### config.mk
export PLATFORM = sky130hd
export DESIGN_NAME = gate_driver_enable_pwm_logic
export DESIGN_NICKNAME = d
export VERILOG_FILES = /design/src/hdl/gate_drv_pkg.sv /design/src/hdl/pwm_dec_if.sv /design/src/hdl/gate_driver_enable_pwm_logic.sv /design/src/hdl/pwm_decoder.sv
export VERILOG_INCLUDE_DIRS = /design/src /design/src/hdl
export SDC_FILE = /design/constraint.sdc
export NUM_CORES = 1
export LEC_CHECK = 0
export ABC_AREA = 1
export CORE_MARGIN = 2
export CORE_UTILIZATION = 48
export CTS_CLUSTER_SIZE = 28
export DETAILED_ROUTE_END_ITERATION = 16
export DONT_BUFFER_PORTS = 1
export PLACE_DENSITY = 0.61
export SYNTH_ARGS = -nofsm -noshare
export SYNTH_HDL_FRONTEND = slang
export SYNTH_SLANG_ARGS = --single-unit
### constraint.sdc
create_clock -name core_clk -period 3.75 [get_ports core_clk]
set_input_delay 0 -clock core_clk [delete_from_list [all_inputs] [get_ports core_clk]]
set_output_delay 0 -clock core_clk [all_outputs]
set_load 0.03 [all_outputs]
### src/hdl/gate_drv_consts.svh
`ifndef GATE_DRV_CONSTS_SVH
`define GATE_DRV_CONSTS_SVH

// ---------------------------------------------------------------
// Register map (byte addresses, one word each)
// ---------------------------------------------------------------
`define REG_CTRL_ADDR      8'h00
`define REG_STATUS_ADDR    8'h04
`define REG_TRIM_ADDR      8'h08

// ---------------------------------------------------------------
// Field positions
// ---------------------------------------------------------------
`define CTRL_SOFT_EN_BIT   0
`define CTRL_CLR_SHORT_BIT 1
`define CTRL_RESET_VAL     32'h0000_0001
`define TRIM_RESET_VAL     8'h00

// ---------------------------------------------------------------
// Timing in ns and cycle counts at 200 MHz (5 ns period)
// ---------------------------------------------------------------
`define CLK_PERIOD_NS      5
`define FULL_START_NS      40000
`define PART_START_NS      10000
`define HOLDOFF_NS         100
`define BLANK_MAX_NS       50
// Least times round up
`define FULL_START_CYC     ((`FULL_START_NS + `CLK_PERIOD_NS - 1) / `CLK_PERIOD_NS)
`define PART_START_CYC     ((`PART_START_NS + `CLK_PERIOD_NS - 1) / `CLK_PERIOD_NS)
`define HOLDOFF_CYC        ((`HOLDOFF_NS + `CLK_PERIOD_NS - 1) / `CLK_PERIOD_NS)
// Longest time rounds down
`define BLANK_CYC          (`BLANK_MAX_NS / `CLK_PERIOD_NS)
// Trim fuse read takes a few cycles
`define FUSE_LOAD_CYC      8

`endif

### src/hdl/gate_drv_pkg.sv
package gate_drv_pkg;

    // Gray along shutdown -> sleep -> tristate -> enabled
    typedef enum logic [1:0] {
        ST_SHUTDOWN = 2'b00,
        ST_SLEEP    = 2'b01,
        ST_TRISTATE = 2'b11,
        ST_ENABLED  = 2'b10
    } drv_state_e;

    // Decoded PWM level
    typedef enum logic [1:0] {
        PWM_LOW  = 2'b00,
        PWM_MID  = 2'b01,
        PWM_HIGH = 2'b11
    } pwm_level_e;

endpackage

### src/hdl/pwm_dec_if.sv
`timescale 1ns/1ps
`default_nettype none

interface pwm_dec_if;
    logic                     above_high_exit;
    logic                     below_low_exit;
    logic                     above_entry_fall;
    logic                     below_entry_rise;
    gate_drv_pkg::pwm_level_e level;

    modport dec (input above_high_exit, below_low_exit, above_entry_fall, below_entry_rise,
                 output level);
    modport top (output above_high_exit, below_low_exit, above_entry_fall, below_entry_rise,
                 input level);
endinterface

`default_nettype wire

### src/hdl/gate_driver_enable_pwm_logic.sv
// Contract
// - Logic supply not ready forces full shutdown with gates low and a 40 us start-up.
// - Partial shutdown is a sleep mode with only housekeeping alive.
// - Trim settings load from fuses while asleep, before enabling.
// - Driver supply not ready with enable high keeps analog alive and gates low.
// - Gates follow PWM only with both supplies ready and enable high.
// - High gate follows PWM and low gate is its complement when enabled.
// - PWM held in the middle window past the hold-off pulls both gates low.
// - The PWM decode uses separate entry and exit levels with hysteresis.
// - Until power ready the temperature monitor output is driven strongly low.
// - PWM up to 1 MHz is followed without losing correspondence.
// - The short comparator is ignored for a blanking time of at most 50 ns.
// - Leaving tri-state the gates follow the new PWM level at once.
`timescale 1ns/1ps
`default_nettype none
`include "gate_drv_consts.svh"

module gate_driver_enable_pwm_logic #(
    parameter int unsigned FULL_START_CYC = `FULL_START_CYC,
    parameter int unsigned PART_START_CYC = `PART_START_CYC
) (
    input  wire logic        core_clk,
    input  wire logic        nrst,
    // Wishbone classic slave
    input  wire logic        wb_cyc_i,
    input  wire logic        wb_stb_i,
    input  wire logic        wb_we_i,
    input  wire logic [7:0]  wb_adr_i,
    input  wire logic [3:0]  wb_sel_i,
    input  wire logic [31:0] wb_dat_i,
    output logic [31:0]      wb_dat_o,
    output logic             wb_ack_o,
    output logic             wb_err_o,
    // Pins and comparators
    input  wire logic        enable_pin,
    input  wire logic        logic_supply_ok,
    input  wire logic        driver_supply_ok,
    input  wire logic        pwm_above_high_exit,
    input  wire logic        pwm_below_low_exit,
    input  wire logic        pwm_above_entry_fall,
    input  wire logic        pwm_below_entry_rise,
    input  wire logic        high_fet_short_detect,
    input  wire logic [7:0]  fuse_trim,
    output logic             high_gate_cmd,
    output logic             low_gate_cmd,
    output logic             temp_monitor_pull_low,
    output logic             sleep_mode,
    output logic             analog_alive,
    output logic             short_fault,
    output logic [7:0]       trim_out
);

    // ---------------------------------------------------------------
    // Reset release and pin synchronisers
    // ---------------------------------------------------------------
    logic [1:0] rst_sync_q;
    logic       rst_n;

    always_ff @(posedge core_clk or negedge nrst)
    begin
        if (!nrst)
            rst_sync_q <= 2'b00;
        else
            rst_sync_q <= {rst_sync_q[0], 1'b1};
    end
    assign rst_n = rst_sync_q[1];

    localparam int NSYNC = 8;
    logic [NSYNC-1:0] pin_raw;
    logic [NSYNC-1:0] s1_q;
    logic [NSYNC-1:0] s2_q;
    logic [NSYNC-1:0] s3_q;
    logic [NSYNC-1:0] pin_q;
    logic [NSYNC-1:0] pin_d;

    assign pin_raw = {high_fet_short_detect, pwm_below_entry_rise, pwm_above_entry_fall,
                      pwm_below_low_exit, pwm_above_high_exit, driver_supply_ok,
                      logic_supply_ok, enable_pin};

    // A change counts once stages two and three agree
    always_comb
    begin
        for (int i = 0; i < NSYNC; i++)
            pin_d[i] = (s2_q[i] == s3_q[i]) ? s3_q[i] : pin_q[i];
    end

    always_ff @(posedge core_clk or negedge rst_n)
    begin
        if (!rst_n)
        begin
            s1_q  <= '0;
            s2_q  <= '0;
            s3_q  <= '0;
            pin_q <= '0;
        end
        else
        begin
            s1_q  <= pin_raw;
            s2_q  <= s1_q;
            s3_q  <= s2_q;
            pin_q <= pin_d;
        end
    end

    logic en_s;
    logic vcc_s;
    logic driver_supply_s;
    logic short_s;
    assign en_s    = pin_q[0];
    assign vcc_s   = pin_q[1];
    assign driver_supply_s  = pin_q[2];
    assign short_s = pin_q[7];

    // ---------------------------------------------------------------
    // PWM decoder
    // ---------------------------------------------------------------
    pwm_dec_if pdi ();
    assign pdi.above_high_exit  = pin_q[3];
    assign pdi.below_low_exit   = pin_q[4];
    assign pdi.above_entry_fall = pin_q[5];
    assign pdi.below_entry_rise = pin_q[6];

    pwm_decoder u_dec (
        .core_clk (core_clk),
        .rst_n    (rst_n),
        .dec      (pdi.dec)
    );

    // ---------------------------------------------------------------
    // Registers
    // ---------------------------------------------------------------
    logic       soft_en_q;
    logic       soft_en_d;
    logic       clr_short_d;
    logic       ack_q;
    logic       ack_d;
    logic       err_q;
    logic       err_d;
    logic [31:0] rdata_q;
    logic [31:0] rdata_d;
    logic       req;

    // ---------------------------------------------------------------
    // Power state machine
    // ---------------------------------------------------------------
    gate_drv_pkg::drv_state_e st_q;
    gate_drv_pkg::drv_state_e st_d;
    logic [15:0] start_cnt_q;
    logic [15:0] start_cnt_d;
    logic        ready_q;
    logic        ready_d;
    logic        from_full_q;
    logic        from_full_d;
    logic [3:0]  fuse_cnt_q;
    logic [3:0]  fuse_cnt_d;
    logic [7:0]  trim_q;
    logic [7:0]  trim_d;
    logic        en_eff;

    function automatic logic [15:0] cyc16(input int unsigned v);
        cyc16 = v[15:0];
    endfunction

    // Open or low enable pin and software enable both gate the driver
    assign en_eff = en_s & soft_en_q;

    always_comb
    begin
        st_d        = st_q;
        start_cnt_d = start_cnt_q;
        ready_d     = ready_q;
        from_full_d = from_full_q;
        fuse_cnt_d  = fuse_cnt_q;
        trim_d      = trim_q;
        if (!vcc_s)
        begin
            st_d        = gate_drv_pkg::ST_SHUTDOWN;
            ready_d     = 1'b0;
            from_full_d = 1'b1;
            start_cnt_d = '0;
            fuse_cnt_d  = '0;
        end
        else
        begin
            case (st_q)
                gate_drv_pkg::ST_SHUTDOWN:
                    st_d = gate_drv_pkg::ST_SLEEP;
                gate_drv_pkg::ST_SLEEP:
                begin
                    if (fuse_cnt_q != 4'(`FUSE_LOAD_CYC))
                    begin
                        fuse_cnt_d = fuse_cnt_q + 4'h1;
                        trim_d     = fuse_trim;
                    end
                    else if (en_eff)
                    begin
                        st_d        = gate_drv_pkg::ST_TRISTATE;
                        start_cnt_d = '0;
                    end
                end
                default:
                begin
                    if (!ready_q)
                    begin
                        if (start_cnt_q + 16'h0001 >= (from_full_q ? cyc16(FULL_START_CYC)
                                                                 : cyc16(PART_START_CYC)))
                        begin
                            ready_d     = 1'b1;
                            from_full_d = 1'b0;
                        end
                        else
                            start_cnt_d = start_cnt_q + 16'h0001;
                    end
                    if (!en_eff)
                    begin
                        st_d    = gate_drv_pkg::ST_SLEEP;
                        ready_d = 1'b0;
                    end
                    else if (!driver_supply_s || !ready_d)
                        st_d = gate_drv_pkg::ST_TRISTATE;
                    else
                        st_d = gate_drv_pkg::ST_ENABLED;
                end
            endcase
        end
    end

    always_ff @(posedge core_clk or negedge rst_n)
    begin
        if (!rst_n)
        begin
            st_q        <= gate_drv_pkg::ST_SHUTDOWN;
            start_cnt_q <= '0;
            ready_q     <= 1'b0;
            from_full_q <= 1'b1;
            fuse_cnt_q  <= '0;
            trim_q      <= `TRIM_RESET_VAL;
        end
        else
        begin
            st_q        <= st_d;
            start_cnt_q <= start_cnt_d;
            ready_q     <= ready_d;
            from_full_q <= from_full_d;
            fuse_cnt_q  <= fuse_cnt_d;
            trim_q      <= trim_d;
        end
    end

    // ---------------------------------------------------------------
    // Gate commands, hold-off and short blanking
    // ---------------------------------------------------------------
    logic [7:0] hold_cnt_q;
    logic [7:0] hold_cnt_d;
    logic       hs_q;
    logic       hs_d;
    logic       ls_q;
    logic       ls_d;
    logic [7:0] blank_cnt_q;
    logic [7:0] blank_cnt_d;
    logic       short_q;
    logic       short_d;

    always_comb
    begin
        hold_cnt_d  = hold_cnt_q;
        hs_d        = 1'b0;
        ls_d        = 1'b0;
        blank_cnt_d = '0;
        short_d     = short_q;
        if (st_q == gate_drv_pkg::ST_ENABLED)
        begin
            case (pdi.level)
                gate_drv_pkg::PWM_HIGH:
                begin
                    hold_cnt_d = '0;
                    hs_d       = 1'b1;
                end
                gate_drv_pkg::PWM_LOW:
                begin
                    hold_cnt_d = '0;
                    ls_d       = 1'b1;
                end
                default:
                begin
                    if (hold_cnt_q < 8'(`HOLDOFF_CYC))
                    begin
                        hold_cnt_d = hold_cnt_q + 8'h01;
                        hs_d       = hs_q;
                        ls_d       = ls_q;
                    end
                end
            endcase
        end
        else
            hold_cnt_d = 8'(`HOLDOFF_CYC);
        if (short_s && hs_q)
        begin
            if (blank_cnt_q < 8'(`BLANK_CYC))
                blank_cnt_d = blank_cnt_q + 8'h01;
            else
            begin
                blank_cnt_d = blank_cnt_q;
                short_d     = 1'b1;
            end
        end
        // Detection wins over a clear in the same cycle
        else if (clr_short_d || !en_eff || !vcc_s)
            short_d = 1'b0;
    end

    always_ff @(posedge core_clk or negedge rst_n)
    begin
        if (!rst_n)
        begin
            hold_cnt_q  <= 8'(`HOLDOFF_CYC);
            hs_q        <= 1'b0;
            ls_q        <= 1'b0;
            blank_cnt_q <= '0;
            short_q     <= 1'b0;
        end
        else
        begin
            hold_cnt_q  <= hold_cnt_d;
            hs_q        <= hs_d;
            ls_q        <= ls_d;
            blank_cnt_q <= blank_cnt_d;
            short_q     <= short_d;
        end
    end

    assign high_gate_cmd = hs_q;
    assign low_gate_cmd  = ls_q;
    assign temp_monitor_pull_low = !ready_q;
    assign sleep_mode   = (st_q == gate_drv_pkg::ST_SLEEP);
    assign analog_alive = (st_q == gate_drv_pkg::ST_TRISTATE)
                          || (st_q == gate_drv_pkg::ST_ENABLED);
    assign short_fault  = short_q;
    assign trim_out     = trim_q;

    // ---------------------------------------------------------------
    // Wishbone slave: one wait state, ack dropped after one cycle
    // ---------------------------------------------------------------
    assign req = wb_cyc_i && wb_stb_i && !ack_q && !err_q;

    always_comb
    begin
        soft_en_d   = soft_en_q;
        clr_short_d = 1'b0;
        ack_d       = 1'b0;
        err_d       = 1'b0;
        rdata_d     = rdata_q;
        if (req)
        begin
            if (wb_adr_i == `REG_CTRL_ADDR)
            begin
                ack_d   = 1'b1;
                rdata_d = {30'h0000_0000, 1'b0, soft_en_q};
                if (wb_we_i && wb_sel_i[0])
                begin
                    soft_en_d   = wb_dat_i[`CTRL_SOFT_EN_BIT];
                    clr_short_d = wb_dat_i[`CTRL_CLR_SHORT_BIT];
                end
            end
            else if (wb_adr_i == `REG_STATUS_ADDR)
            begin
                ack_d   = 1'b1;
                rdata_d = {24'h00_0000, short_q, ready_q, pdi.level, st_q, hs_q, ls_q};
            end
            else if (wb_adr_i == `REG_TRIM_ADDR)
            begin
                ack_d   = 1'b1;
                rdata_d = {24'h00_0000, trim_q};
            end
            else
            begin
                err_d   = 1'b1;
                rdata_d = 32'h0000_0000;
            end
        end
    end

    always_ff @(posedge core_clk or negedge rst_n)
    begin
        if (!rst_n)
        begin
            soft_en_q <= 1'(`CTRL_RESET_VAL >> `CTRL_SOFT_EN_BIT);
            ack_q     <= 1'b0;
            err_q     <= 1'b0;
            rdata_q   <= 32'h0000_0000;
        end
        else
        begin
            soft_en_q <= soft_en_d;
            ack_q     <= ack_d;
            err_q     <= err_d;
            rdata_q   <= rdata_d;
        end
    end

    assign wb_ack_o = ack_q;
    assign wb_err_o = err_q;
    assign wb_dat_o = rdata_q;

endmodule

`default_nettype wire

### src/hdl/pwm_decoder.sv
`timescale 1ns/1ps
`default_nettype none

module pwm_decoder (
    input  wire logic core_clk,
    input  wire logic rst_n,
    pwm_dec_if.dec    dec
);

    gate_drv_pkg::pwm_level_e level_q;
    gate_drv_pkg::pwm_level_e level_d;

    // ---------------------------------------------------------------
    // Hysteretic three-level decode
    // ---------------------------------------------------------------
    // separate entry and exit
    always_comb
    begin
        level_d = level_q;
        case (level_q)
            gate_drv_pkg::PWM_HIGH:
            begin
                // Leave high only once below the falling entry level
                if (dec.below_low_exit)
                    level_d = gate_drv_pkg::PWM_LOW;
                else if (!dec.above_entry_fall)
                    level_d = gate_drv_pkg::PWM_MID;
            end
            gate_drv_pkg::PWM_LOW:
            begin
                if (dec.above_high_exit)
                    level_d = gate_drv_pkg::PWM_HIGH;
                else if (!dec.below_entry_rise)
                    level_d = gate_drv_pkg::PWM_MID;
            end
            default:
            begin
                if (dec.above_high_exit)
                    level_d = gate_drv_pkg::PWM_HIGH;
                else if (dec.below_low_exit)
                    level_d = gate_drv_pkg::PWM_LOW;
            end
        endcase
    end

    always_ff @(posedge core_clk or negedge rst_n)
    begin
        if (!rst_n)
            level_q <= gate_drv_pkg::PWM_MID;
        else
            level_q <= level_d;
    end

    assign dec.level = level_q;

endmodule

`default_nettype wire

==> impl_summary.log <==
INFO  metric synth_edf_count = 0
INFO  metric grt_max_degree = 75
INFO  metric hold_path_class = in -> reg
INFO  metric yosysSeqAreaShare = 53.4%
INFO  metric post-dp-hpwl = slightly above 6000 um
INFO  metric via_count_of_the_first_global_routing_pass = approximately 3.2k
INFO  metric post_synth_main_area_contributors = sky130_fd_sc_hd__dfrtp_1, sky130_fd_sc_hd__nand2_1, sky130_fd_sc_hd__inv_1, sky130_fd_sc_hd__nor2_1, sky130_fd_sc_hd__nand3_1
INFO  metric htreeDepth = 3
INFO  metric initial_util = roughly 50%
INFO  metric worst-path-max-fanout = 17
INFO  metric cp_data_arrival_time = slightly below 3000 ps
INFO  metric postCtsResizedCells = 0
INFO  metric fin_util = a little over half
INFO  metric final_wtd_congestion = 0.824
INFO  metric setup_repair_after_global_routing_missed_its_margin = false
INFO  metric timing.final.crit_period = roughly 2600 ps
INFO  metric insertedDiodeCount = 0
INFO  metric cts_num_sinks = a little under 100
INFO  metric global_route_wire_length_before_repair = about 15,000 um
INFO  metric flow.area_growth_from_synthesis = 10.4%
INFO  metric synth_ff_type = sky130_fd_sc_hd__dfrtp_1
INFO  metric cpMostUsedCell = sky130_fd_sc_hd__nand2_1
INFO  metric crit_path_end_kind = flop
INFO  metric worst-slew-pin-transition = slightly above 900 ps
INFO  metric synth.avg_cell_area = between 8 and 9 um2
INFO  metric global_route.overflow_total = 0
INFO  metric area_of_the_die = ~0.010 mm2
INFO  metric std_cell_rows = 35
INFO  metric powerDensity = ~430 mW/mm2
INFO  metric clock_latency = roughly 370 ps
INFO  metric netlist.area_leader.share = roughly half
INFO  metric slowest_stage = sky130_fd_sc_hd__dfrtp_1
INFO  metric grt_antenna_before_repair = 0
INFO  metric vdd_drop_max = between 0.2 and 0.3 mV
INFO  metric antenna_left = 0
INFO  metric drt_drc_violations_left = 0
INFO  metric static-leakage-power = approximately 2.4 nW
INFO  metric fin_setup_tns = 0 ps
INFO  metric dieWidth = ~100 um
INFO  metric post_route_cells_drive_above_1_share = 6.65%
INFO  metric critical_path.cell_chain = ha_1 > nand2_1 > nor2_4 > nand4_1 > xor2_1 > inv_1 > ha_1 > nand3_1 > nor2_1 > nor2_2 > nand3_2 > nand2_4 > nand2_4 > nand2_1 > nand2_1
INFO  metric final_net_count = ~630
INFO  metric cts-buffers-inserted = 9
INFO  metric timing.slew.headroom = 38.8%
INFO  metric synth.most_common_cell = sky130_fd_sc_hd__nand2_1
INFO  metric setup_repair_bufs_after_cts = 0
INFO  metric clock-skew-final = around 15 ps
INFO  metric synth-async-reset-ratio = between 90% and 100%
INFO  metric cts_root_buffer = sky130_fd_sc_hd__clkbuf_8
INFO  metric critical_path.startpoint_type = flop
INFO  metric final_min_period_over_clock_period = 70.5%
INFO  metric synth_largest_area_cell = sky130_fd_sc_hd__dfrtp_1
INFO  metric chipHeight = about 100 um
INFO  metric clkSlewWorstSetupHoldPaths = roughly 110 ps
INFO  metric cap_viol_max_count = 0
INFO  metric worst_ep_required_time = roughly 4000 ps
INFO  metric port_buffers = 0
INFO  metric post_synth_inst_count = roughly 520
INFO  metric tritoncts = built
INFO  metric slew_violations = 0
INFO  metric synth_seq_cells = 98
INFO  metric dr.pass1.iters = 4
INFO  metric detail_route.wirelength = 8680 um
INFO  metric synthTopCellsByCount = sky130_fd_sc_hd__nand2_1, sky130_fd_sc_hd__dfrtp_1, sky130_fd_sc_hd__inv_1, sky130_fd_sc_hd__nor2_1, sky130_fd_sc_hd__nand3_1
INFO  metric setup-violations-final = 0
INFO  metric place_ws = 1110 ps
INFO  metric synth-warning-count = 0
INFO  metric max_freq = about 380 MHz
INFO  metric synthDistinctLibCells = just over 40
INFO  metric synth_area = about 0.0046 mm2
INFO  metric routed_wire_length_per_instance = ~13 um
INFO  metric num_io_pins = around 110
INFO  metric worstSetupPathType = reg -> reg
INFO  metric final_critical_path_setup_slack = between 1000 and 1500 ps
INFO  metric post_drt_via_cell_ratio = between 4 and 5
INFO  metric cts_max_path_buffers = 2
INFO  metric drt_iter0_markers = between 150 and 200
INFO  metric num_vias = between 3k and 4k
INFO  metric hold_viol_final = 0
INFO  metric run_status = finished clean
INFO  metric coreArea = just over 0.009 mm2
INFO  metric hold_fix_buffer_count_after_cts = 24
INFO  metric grt.total_usage = between 10% and 20%
INFO  metric timing.critical_path.slowest_cell_delay = 420 ps
## per-stage QoR
stage | total power [mW] | cells | cell area (um2) | hold slack (ps)
detailed placement | 1.51 | 645 | 4650 | -296
CTS | 2.20 | 685 | 5080 | 18.2
finish | 2.17 | 685 | 5080 | 34.4
global route | 2.30 | 685 | 5080 | 39.5
floorplan | 1.47 | 546 | 4690 | -296
global placement | 1.50 | 645 | 4650 | -296
## final timing paths
kind	start	endpoint	slack, ps	depth (start not counted)
min in group asynchronous	nrst	rst_sync_q[1]	410	2
setup reg to reg	start_cnt_q[0]	start_cnt_q[7]	1110	15
setup / recovery	start_cnt_q[0]	start_cnt_q[7]	1110	15
hold / removal	wb_stb_i	wb_dat_o[7]	30	3
max in group asynchronous	rst_sync_q[1]	from_full_q	2380	1
hold reg to reg	s1_q[7]	s2_q[7]	350	0
## where the power goes
group	total (mW)	switching, mW	internal, mW	leakage (nW)
logic	0.278	0.185	0.0930	1.08
clock network	0.669	0.396	0.274	0.0969
registers	1.22	0.102	1.12	1.25
## worst max-delay path: cells and delay by family, from the launching register on
kind	cells	cell delay, ps
simple gates	11	1370
buf+inv	1	80
fa+ha+maj	2	460
flops	1	420
xor+xnor	1	200
## area by class of cell
cell class | count | area (um2)
fillers | 851 | 4200
flip-flops and latches | 98 | 2460
multi-input cells | 346 | 1740
inverters | 70 | 263
repair buffers | 26 | 255
well taps | 129 | 161
clock buffers | 10 | 138
clock inverters | 6 | 56.3
## state kept, by name, indices dropped and copies added (netlist names), 4 cells and up
| signal | flops |
|---|---|
| hold_cnt_q | 8 |
| trim_out | 8 |
| wb_dat_o | 8 |
| s1_q | 8 |
| s3_q | 8 |
| blank_cnt_q | 8 |
| start_cnt_q | 16 |
| fuse_cnt_q | 4 |
| pin_q | 8 |
| s2_q | 8 |
## layout by cell type (no fill, tap or decap), drive strengths merged, types with 10 or more instances in the layout
cell type / instances
a21oi: 14
clkbuf: 10
conb: 25
dfrtp: 93
dlygate4sd3: 24
ha: 11
inv: 72
nand2: 116
nand3: 39
nor2: 68
o21ai: 18
## routing by layer
layer	vias to the layer above	part of all wire [%]	wire length, um	GRT usage [%]
li1	1679	-	-	-
met1	1586	48	4180	25.5
met2	106	44	3820	27.8
met3	9	6.6	571	4.10
met4	0	1.2	103	5.85
met5	-	0	0	0
## kinds of logic after synthesis
logic type / count (synthesis) / synth area share [%]
other: 2 / 0.163
adder cells (fa/ha/maj): 19 / 4.73
XOR/XNOR: 7 / 1.33
AO/OA/AOI/OAI: 55 / 7.18
buffers and inverters: 102 / 10.5
flip-flops: 98 / 53.4
AND/OR/NAND/NOR: 239 / 22.4
multiplexers: 1 / 0.245
(Power assumes the default switching activity.)
